$ cat src/bst_regs.svh
`ifndef BST_REGS_SVH
`define BST_REGS_SVH

// instruction register
`define BST_IR_LEN 3
`define BST_IR_EXTEST 3'h0
`define BST_IR_IDCODE 3'h1
`define BST_IR_SAMPLE_Z 3'h2
`define BST_IR_SAMPLE 3'h4
`define BST_IR_BYPASS 3'h7
`define BST_IR_CAPTURE 3'h1

// identification register
`define BST_ID_LEN 32

// boundary scan register layout: inputs low, outputs above, control cell on top
`define BST_NIN 4
`define BST_NOUT 4
`define BST_OUT_LSB 4
`define BST_CTL_BIT 8
`define BST_LEN 9
`define BST_PRE_RST 9'h100

// tms high count that forces the reset state
`define BST_RESET_TMS 3'h5

`endif

$ cat src/bst_pkg.sv
package bst_pkg;

   typedef enum logic [3:0] {
      st_reset, st_idle,
      st_sel_dr, st_cap_dr, st_shift_dr, st_exit1_dr, st_pause_dr, st_exit2_dr, st_upd_dr,
      st_sel_ir, st_cap_ir, st_shift_ir, st_exit1_ir, st_pause_ir, st_exit2_ir, st_upd_ir
   } tap_state_type;

   typedef enum logic [1:0] {
      dr_bypass, dr_id, dr_bsr
   } dr_sel_type;

endpackage : bst_pkg

$ cat src/bst_bsr.sv
`timescale 1ns/1ps
`include "bst_regs.svh"

module bst_bsr (
   // clock and reset
   input wire logic sys_clk,
   input wire logic rst,
   input wire logic clk_en,
   // controls, one-cycle pulses except preset, which is a level held through the reset state
   input wire logic capture,
   input wire logic shift,
   input wire logic update,
   input wire logic preset,
   // serial path
   input wire logic sin,
   output logic sout,
   // parallel side
   input wire logic [`BST_LEN-1:0] cap_vec,
   output logic [`BST_LEN-1:0] preload
);
   import bst_pkg::*;

   logic [`BST_LEN-1:0] shift_reg;
   logic [`BST_LEN-1:0] shift_next;
   logic [`BST_LEN-1:0] preload_reg;
   logic [`BST_LEN-1:0] preload_next;
   logic [`BST_LEN:0] chain;

   ////////////////////////////////////////////////////////////////////////////
   // serial input enters the top cell and moves towards bit zero
   assign chain = {sin, shift_reg};

   genvar i;
   generate
      for (i = 0; i < `BST_LEN; i = i + 1) begin : g_cell
         assign shift_next[i] = capture ? cap_vec[i] : (shift ? chain[i+1] : shift_reg[i]);
      end
   endgenerate

   always_comb begin
      preload_next = preload_reg;
      if (preset) begin
         preload_next = `BST_PRE_RST;
      end else if (update) begin
         preload_next = shift_reg;
      end
   end

   always_ff @(posedge sys_clk) begin
      if (rst) begin
         shift_reg <= '0;
         preload_reg <= `BST_PRE_RST;
      end else if (clk_en) begin
         shift_reg <= shift_next;
         preload_reg <= preload_next;
      end
   end

   assign sout = shift_reg[0];
   assign preload = preload_reg;
endmodule : bst_bsr

$ cat src/bst_tap.sv
`timescale 1ns/1ps
`include "bst_regs.svh"

// Notes on behaviour
// - sample inputs on tck rise, launch on fall
// - tms steers controller, pulled high when open
// - tdi enters selected register msb, pulled high
// - tdo from lsb, falls only, shift states
// - one register in path, chosen by instruction
// - five tms-high rises reset the port
// - power-up reset leaves tdo high impedance
// - three-bit instruction, idcode after any reset
// - capture-ir loads 01 into low bits
// - bypass bit, cleared when bypass takes effect
// - boundary register captures ring, shifts in shift-dr
// - extest, sample, sample-z capture the ring
// - idle port leaves memory operation untouched
// - idcode selects fixed 32-bit code capture
// - new instruction acts only after update-ir
// - sample-z floats output bus until replaced
// - extest drives preload onto output pins
module bst_tap #(
   parameter logic [`BST_ID_LEN-1:0] ID_CODE = 32'h0a5a_5001 // arbitrary value, bit zero set
) (
   // clock and reset
   input wire logic sys_clk,
   input wire logic rst,
   input wire logic clk_en,
   // test port pins
   input wire logic tck,
   input wire logic tms,
   input wire logic tdi,
   output logic tdo,
   output logic tdo_oe,
   // io ring
   input wire logic [`BST_NIN-1:0] pin_in,
   input wire logic [`BST_NOUT-1:0] core_out,
   input wire logic core_out_oe,
   output logic [`BST_NOUT-1:0] pin_out,
   output logic pin_out_oe,
   // observation
   output bst_pkg::tap_state_type tap_state
);
   import bst_pkg::*;

   localparam int SW = `BST_NIN + 3;

   logic [SW-1:0] sync1_reg;
   logic [SW-1:0] sync2_reg;
   logic tck_d_reg;
   logic tck_s;
   logic tms_s;
   logic tdi_s;
   logic [`BST_NIN-1:0] pin_in_s;
   logic tck_rise;
   logic tck_fall;

   tap_state_type state_reg;
   tap_state_type state_next;
   logic [2:0] ones_reg;
   logic [2:0] ones_next;

   logic [`BST_IR_LEN-1:0] ir_shift_reg;
   logic [`BST_IR_LEN-1:0] ir_shift_next;
   logic [`BST_IR_LEN-1:0] ir_reg;
   logic [`BST_IR_LEN-1:0] ir_next;
   logic bypass_reg;
   logic bypass_next;
   logic [`BST_ID_LEN-1:0] id_reg;
   logic [`BST_ID_LEN-1:0] id_next;
   logic tdo_reg;
   logic tdo_next;
   logic tdo_oe_reg;
   logic tdo_oe_next;

   dr_sel_type dr_sel;
   logic dr_lsb;
   logic bsr_capture;
   logic bsr_shift;
   logic bsr_update;
   logic bsr_sout;
   logic [`BST_LEN-1:0] bsr_cap;
   logic [`BST_LEN-1:0] preload;

   ////////////////////////////////////////////////////////////////////////////
   // pin synchronisers; the pull-ups on tms and tdi live in the pad ring
   always_ff @(posedge sys_clk) begin
      if (rst) begin
         sync1_reg <= '0;
         sync2_reg <= '0;
         tck_d_reg <= 1'b0;
      end else if (clk_en) begin
         sync1_reg <= {tck, tms, tdi, pin_in};
         sync2_reg <= sync1_reg;
         tck_d_reg <= tck_s;
      end
   end

   assign tck_s = sync2_reg[SW-1];
   assign tms_s = sync2_reg[SW-2];
   assign tdi_s = sync2_reg[SW-3];
   assign pin_in_s = sync2_reg[`BST_NIN-1:0];
   assign tck_rise = tck_s & ~tck_d_reg;
   assign tck_fall = ~tck_s & tck_d_reg;

   ////////////////////////////////////////////////////////////////////////////
   // controller
   always_comb begin
      state_next = state_reg;
      if (tck_rise) begin
         unique case (state_reg)
            st_reset: state_next = tms_s ? st_reset : st_idle;
            st_idle: state_next = tms_s ? st_sel_dr : st_idle;
            st_sel_dr: state_next = tms_s ? st_sel_ir : st_cap_dr;
            st_cap_dr: state_next = tms_s ? st_exit1_dr : st_shift_dr;
            st_shift_dr: state_next = tms_s ? st_exit1_dr : st_shift_dr;
            st_exit1_dr: state_next = tms_s ? st_upd_dr : st_pause_dr;
            st_pause_dr: state_next = tms_s ? st_exit2_dr : st_pause_dr;
            st_exit2_dr: state_next = tms_s ? st_upd_dr : st_shift_dr;
            st_upd_dr: state_next = tms_s ? st_sel_dr : st_idle;
            st_sel_ir: state_next = tms_s ? st_reset : st_cap_ir;
            st_cap_ir: state_next = tms_s ? st_exit1_ir : st_shift_ir;
            st_shift_ir: state_next = tms_s ? st_exit1_ir : st_shift_ir;
            st_exit1_ir: state_next = tms_s ? st_upd_ir : st_pause_ir;
            st_pause_ir: state_next = tms_s ? st_exit2_ir : st_pause_ir;
            st_exit2_ir: state_next = tms_s ? st_upd_ir : st_shift_ir;
            st_upd_ir: state_next = tms_s ? st_sel_dr : st_idle;
         endcase
      end
   end

   // counts tms-high rises for checking the five-edge reset
   always_comb begin
      ones_next = ones_reg;
      if (tck_rise) begin
         if (!tms_s) begin
            ones_next = 3'h0;
         end else if (ones_reg != `BST_RESET_TMS) begin
            ones_next = ones_reg + 3'h1;
         end
      end
   end

   always_ff @(posedge sys_clk) begin
      if (rst) begin
         state_reg <= st_reset;
         ones_reg <= 3'h0;
      end else if (clk_en) begin
         state_reg <= state_next;
         ones_reg <= ones_next;
      end
   end

   ////////////////////////////////////////////////////////////////////////////
   // data register selection; reserved codes fall back to bypass
   always_comb begin
      unique case (ir_reg)
         `BST_IR_EXTEST, `BST_IR_SAMPLE, `BST_IR_SAMPLE_Z: dr_sel = dr_bsr;
         `BST_IR_IDCODE: dr_sel = dr_id;
         default: dr_sel = dr_bypass;
      endcase
   end

   always_comb begin
      dr_lsb = bypass_reg;
      unique case (dr_sel)
         dr_bypass: dr_lsb = bypass_reg;
         dr_id: dr_lsb = id_reg[0];
         dr_bsr: dr_lsb = bsr_sout;
      endcase
   end

   ////////////////////////////////////////////////////////////////////////////
   // instruction, bypass, identification and tdo
   always_comb begin
      ir_shift_next = ir_shift_reg;
      ir_next = ir_reg;
      bypass_next = bypass_reg;
      id_next = id_reg;
      tdo_next = tdo_reg;
      tdo_oe_next = tdo_oe_reg;
      if (tck_rise) begin
         if (state_reg == st_cap_ir) begin
            ir_shift_next = `BST_IR_CAPTURE;
         end
         if (state_reg == st_shift_ir) begin
            ir_shift_next = {tdi_s, ir_shift_reg[`BST_IR_LEN-1:1]};
         end
         if (state_reg == st_cap_dr && dr_sel == dr_bypass) begin
            bypass_next = 1'b0;
         end
         if (state_reg == st_shift_dr && dr_sel == dr_bypass) begin
            bypass_next = tdi_s;
         end
         if (state_reg == st_cap_dr && dr_sel == dr_id) begin
            id_next = ID_CODE;
         end
         if (state_reg == st_shift_dr && dr_sel == dr_id) begin
            id_next = {tdi_s, id_reg[`BST_ID_LEN-1:1]};
         end
      end
      if (tck_fall) begin
         if (state_reg == st_upd_ir) begin
            ir_next = ir_shift_reg;
            if (ir_shift_reg == `BST_IR_BYPASS) begin
               bypass_next = 1'b0;
            end
         end
         tdo_oe_next = (state_reg == st_shift_dr) || (state_reg == st_shift_ir);
         if (tdo_oe_next) begin
            tdo_next = (state_reg == st_shift_ir) ? ir_shift_reg[0] : dr_lsb;
         end
      end
      if (state_next == st_reset) begin
         ir_next = `BST_IR_IDCODE;
      end
   end

   always_ff @(posedge sys_clk) begin
      if (rst) begin
         ir_shift_reg <= `BST_IR_CAPTURE;
         ir_reg <= `BST_IR_IDCODE;
         bypass_reg <= 1'b0;
         id_reg <= '0;
         tdo_reg <= 1'b0;
         tdo_oe_reg <= 1'b0;
      end else if (clk_en) begin
         ir_shift_reg <= ir_shift_next;
         ir_reg <= ir_next;
         bypass_reg <= bypass_next;
         id_reg <= id_next;
         tdo_reg <= tdo_next;
         tdo_oe_reg <= tdo_oe_next;
      end
   end

   ////////////////////////////////////////////////////////////////////////////
   // boundary scan register
   assign bsr_capture = tck_rise && state_reg == st_cap_dr && dr_sel == dr_bsr;
   assign bsr_shift = tck_rise && state_reg == st_shift_dr && dr_sel == dr_bsr;
   assign bsr_update = tck_fall && state_reg == st_upd_dr && dr_sel == dr_bsr;
   assign bsr_cap = {pin_out_oe, pin_out, pin_in_s};

   bst_bsr u_bsr (
      .sys_clk(sys_clk),
      .rst(rst),
      .clk_en(clk_en),
      .capture(bsr_capture),
      .shift(bsr_shift),
      .update(bsr_update),
      .preset(state_reg == st_reset),
      .sin(tdi_s),
      .sout(bsr_sout),
      .cap_vec(bsr_cap),
      .preload(preload)
   );

   // output pins follow the core unless a test instruction owns them
   always_comb begin
      pin_out = core_out;
      pin_out_oe = core_out_oe;
      if (ir_reg == `BST_IR_EXTEST) begin
         pin_out = preload[`BST_CTL_BIT-1:`BST_OUT_LSB];
         pin_out_oe = preload[`BST_CTL_BIT];
      end else if (ir_reg == `BST_IR_SAMPLE_Z) begin
         pin_out_oe = 1'b0;
      end
   end

   assign tdo = tdo_reg;
   assign tdo_oe = tdo_oe_reg;
   assign tap_state = state_reg;
endmodule : bst_tap

$ cat config.mk
export PLATFORM = sky130hd
export DESIGN_NAME = bst_tap
export DESIGN_NICKNAME = d
export VERILOG_FILES = /design/src/bst_pkg.sv /design/src/bst_bsr.sv /design/src/bst_tap.sv
export VERILOG_INCLUDE_DIRS = /design/src /design/src/src
export SDC_FILE = /design/constraint.sdc
export NUM_CORES = 1
export LEC_CHECK = 0
export CAP_MARGIN = 10
export CORE_MARGIN = 2
export CORE_UTILIZATION = 55
export DETAILED_ROUTE_END_ITERATION = 6
export DONT_BUFFER_PORTS = 1
export GPL_TIMING_DRIVEN = 0
export PLACE_DENSITY = 0.7
export SYNTH_ARGS = -nofsm -noshare
export SYNTH_HDL_FRONTEND = slang
export SYNTH_HIERARCHICAL = 1
export SYNTH_SLANG_ARGS = --single-unit
$ cat constraint.sdc
create_clock -name sys_clk -period 2.35 [get_ports sys_clk]
set_input_delay 0.3525 -clock sys_clk [delete_from_list [all_inputs] [get_ports sys_clk]]
set_output_delay 0.3525 -clock sys_clk [all_outputs]
set_load 0.03 [all_outputs]
# After elaboration in Yosys (flattened, before gate mapping)
# Cells that the tools add are included.
# word_totals
output_inout_bits,11
inputBits,15
regBits,78
# op_classes
n_reduce_logical,32
n_eq_ne,21
n_mux,53
bitwise_logic,4
# op_table
op,n
32-bit two-way mux,2
4-bit case mux with 12 select lines,1
4-bit == test (second input constant),8
1-bit two-way mux,30
4-bit two-way mux,6
3-bit two-way mux,7
9-bit two-way mux,2
4-bit by 3-bit == test with 1-bit output (second input constant),4
3-bit AND reduction,4
2-bit nonzero test,6
1-bit logical AND,10
4-bit by 2-bit == test with 1-bit output (second input constant),2
4-bit zero test,2
3-bit == test (second input constant),2
2-bit two-way mux,3
2-bit AND reduction,3
3-bit OR reduction,2
4-bit by 1-bit == test with 1-bit output (second input constant),1
2-bit case mux with 2 select lines,1
2-bit OR reduction,2
3-bit by 1-bit == test with 1-bit output (second input constant),1
3-bit by 2-bit == test with 1-bit output (second input constant),1
3-bit zero test,1
1-bit case mux with 3 select lines,1
other kinds (6),8

# Depth between registers and ports, before layout
# depth
depth_word,11
ltp_mapped,10

# Cells and area by module
# Netlist, hierarchy kept.
# by_module_without_submodules
mod,area_each_um2,cells_each,instances
bst_tap,2723.9,325,1
bst_bsr,830.8,82,1

# Least setup slack after synthesis
# OpenSTA, ideal clock, no wires.
# synth_path
path_type,register -> register
start,reg ir_reg[2]
end,reg u_bsr.shift_reg[8]
path_slack_ns,0.283
period_less_slack_ns,2.067
t_arrival_ns,1.987
path_stages_with_launch,4
path_cell_list,dfxtp_1 -> o41ai_1 -> mux2i_1 -> a211oi_2
# synth_rtl
element,line,rtl
from (decl),bst_tap.sv:65,logic [`BST_IR_LEN-1:0] ir_reg;
from (signal assigned),bst_tap.sv:222,ir_reg <= `BST_IR_IDCODE;
from (signal assigned),bst_tap.sv:229,ir_reg <= ir_next;
3-bit by 2-bit == test with 1-bit output,--,
1-bit two-way mux,bst_tap.sv:265,end else if (ir_reg == `BST_IR_SAMPLE_Z) begin
1-bit two-way mux *,bst_tap.sv:262,if (ir_reg == `BST_IR_EXTEST) begin
net pin_out_oe,bst_tap.sv:40,"output logic pin_out_oe,"
1-bit two-way mux *,bst_bsr.sv:36,assign shift_next[i] = capture ? cap_vec[i] : (shift ? chain[i+1] : shift_reg[i]);
to (signal assigned),bst_bsr.sv:54,shift_reg <= shift_next;
to (decl),bst_bsr.sv:23,logic [`BST_LEN-1:0] shift_reg;
# The timed path passes the listed nets; every way through them passes the cells marked *.
# A chain may end at the register's enable or synchronous reset.

# Final worst setup path
# layout_path
start,reg state_reg[0] (netlist: tap_state[0])
end,reg u_bsr.preload_reg[8] (netlist: u_bsr/preload[8])
# layout_between
elab_chain_cells,5
# layout_lines
element,line,rtl
from (decl),bst_tap.sv:58,tap_state_type state_reg;
from (signal assigned),bst_tap.sv:146,state_reg <= st_reset;
from (signal assigned),bst_tap.sv:149,state_reg <= state_next;
4-bit == test,bst_tap.sv:241,assign bsr_update = tck_fall && state_reg == st_upd_dr && dr_sel == dr_bsr;
1-bit logical AND (2 in series),bst_tap.sv:241,
net bsr_update,bst_tap.sv:80,logic bsr_update;
2-bit nonzero test (no source line),--,
2-bit AND reduction (no source line),--,
to (signal assigned),bst_bsr.sv:52,preload_reg <= `BST_PRE_RST;
to (signal assigned),bst_bsr.sv:55,preload_reg <= preload_next;
to (decl),bst_bsr.sv:25,logic [`BST_LEN-1:0] preload_reg;
# The timed path passes the listed nets, and every way through them passes these cells.

==> results.md <==
* DRC viols at 0
* DRT Pass-1 Iters at 4
* Routed wire length at approximately 7000 um
* DIE WIDTH at between 80 and 90 um
* Max FFs per register at 32
* IR Drop Worst-Case VDD at 0.451 mV
* Clock skew at about 0.0072 ns
* Sw power at between 0.5 and 0.6 mW
* Hold WS at 0.168 ns
* Syn Nets at 409
* Clock Latency Late Sink at about 0.34 ns
* Setup Crit Path Kind: flip-flop to flip-flop
* Total Power at approximately 2.3 mW
* Startpoint Class: flip-flop
* Post-DRT Antenna Nets at 0
* PortBufs at 0
* Critical path fanouts, max at 10
* Vias at between 2000 and 3000
* Fin Setup TNS at 0 ns
* Cells along the critical path: buf_2, clkbuf_1, nand3b_1, nor3_2, o21a_1, clkbuf_1, nor3_1, a21oi_1
* CP max stage cell: dfxtp_1
* Pin count of the biggest net entering global routing at 13
* Cell Rows at 28
* Crit end category: flip-flop
* Fin. Hold Viols at 0
* Worst path most repeated cell: clkbuf_1
* Outcome: complete, no violations
* Initial core utilization at 0.572
* Count of final setup violators at 0
* Die Area at 6850 um2
* Flop pwr share at 0.560
* Max-cap violations at 0
* Longest Clk Path Bufs at 2
* FF/Latch Area at between 1000 and 1500 um2
* Final Core Density at 0.620
* Clock power frac at 0.392
* # IOs at 26
* Flop2flop setup slack at ~0.19 ns
* Fraction of layout cells with a size suffix above 1 at 0.135
* Chip Height at a little over 80 um
* Clock sinks at 74
* Register-to-Register Path Depth at 8
* DP HPWL at 5050 um
* CP required at around 2.6 ns
* GP Congestion at between 0.8 and 0.9
* Synth Area per Inst at approximately 8.7 um2
* Comb pwr share at 0.048
* Most frequent cells in the layout: dfxtp_1 (73), nor2_1 (46), a21oi_1 (39)
* Worst stage delay on the critical path at 0.61 ns
* Worst-Margin Slew at around 0.92 ns
* Slew margin rel. at 0.381
* WHS Endpoint: sync1_reg[4]
* CTS Hold Bufs at 0
* Via/cell ratio at 5.77
* Multi-input gate area at between 1500 and 2000 um2
* Fill cells at roughly 530
* Final worst path period need at about 2.2 ns
* Final count of pins violating max slew at 0
* Setup WS pre-CTS at 0.178 ns
* RSZ-0062 raised after global routing: false
* Worst r2r dst: u_bsr/preload[8]
* Commonest non-fill, non-tap cell in the layout: dfxtp_1
* Worst EP arrival at ~2.4 ns
* Core outline area at around 6000 um2
* CTS root buf: clkbuf_8
* GRT Resource Usage Total at 0.227
* Synth Cell Area at 3410 um2
* Fmax at ~460 MHz
* Sw Ratio at 0.239
* Synthesis-to-finish area growth at 8.37%
* Global-route wire length before repair at between 10000 and 15000 um
* DR iter-0 viols at between 150 and 200
* Drt wl/cell at roughly 15 um
* Period utilization at 0.920
* Initial antenna violation count at 0
* Internal power at approximately 1.7 mW
* Antenna diodes at 0
* Final net count at 420
* CP bufs+invs at 3
* Vias in the first global route at 2580
* Num CTS Buffers at 9
* Total gr overflow at 0
* Hold Crit Start: tdi
* Final worst slack at ~0.19 ns
* Syn. warnings at 6
* Critical path's top delay family: buffers and inverters
* CTS tree: built
* Hold Crit Class: primary input to flip-flop
* Hold Path Depth at 2
* Cells after Synth at around 400
* Clock Pin Slew Worst Setup and Hold Paths at about 0.080 ns
* H-tree depth at 3
* Lkg Pwr at around 1.3 nW
* Reg2reg start: tap_state[0]
* Pwr dens at about 620 nW/um2
[layout make-up]
| cell class | instances | area share |
|---|---|---|
| plain buffers | 33 | 0.0467 |
| clock buffers | 11 | 0.0410 |
| clock inverters | 4 | 0.00711 |
| inverters | 7 | 0.00711 |
| multi-input cells | 277 | 0.471 |
| flip-flops and latches | 74 | 0.401 |
| well taps | 75 | 0.0254 |
[worst max path at each step]
stage | startpoint | end | cells after the start
floorplan | ir_reg[2] | u_bsr/shift_reg[8] | 3
global placement | ir_reg[2] | u_bsr/shift_reg[8] | 3
detailed placement | tap_state[3] | u_bsr/preload[5] | 7
CTS | tap_state[3] | u_bsr/preload[5] | 7
global route | tap_state[0] | u_bsr/preload[5] | 7
finish | tap_state[0] | u_bsr/preload[8] | 8
[power groups by stage]
stage	clock [mW]	combinational [mW]	sequential, mW
CTS	0.921	0.109	1.28
global placement	0	0.107	1.31
detailed placement	0	0.109	1.31
global route	0.970	0.120	1.28
finish	0.894	0.109	1.28
floorplan	0	0.0868	1.30
[layer usage]
metal | global-route usage | share of wire | routed length [um] | vias up
li1 | - | - | - | 1395
met1 | 0.302 | 0.48 | 3430 | 1311
met2 | 0.352 | 0.45 | 3250 | 62
met3 | 0.0511 | 0.061 | 437 | 6
met4 | 0.103 | 0.0085 | 61 | 0
met5 | 0 | 0 | 0 | -
[per-stage QoR]
stage | instances | area [um2]
after CTS | 481 | 3690
after global routing | 481 | 3690
after global placement | 466 | 3500
after detailed placement | 466 | 3510
final | 481 | 3690
after floorplan | 391 | 3410
[what timing repair did]
action                     CTS  global route
buffers inserted             0             0
setup endpoints to repair    0             4
gates resized for setup      0             2
No activity file was read; power rests on OpenSTA's default activity.
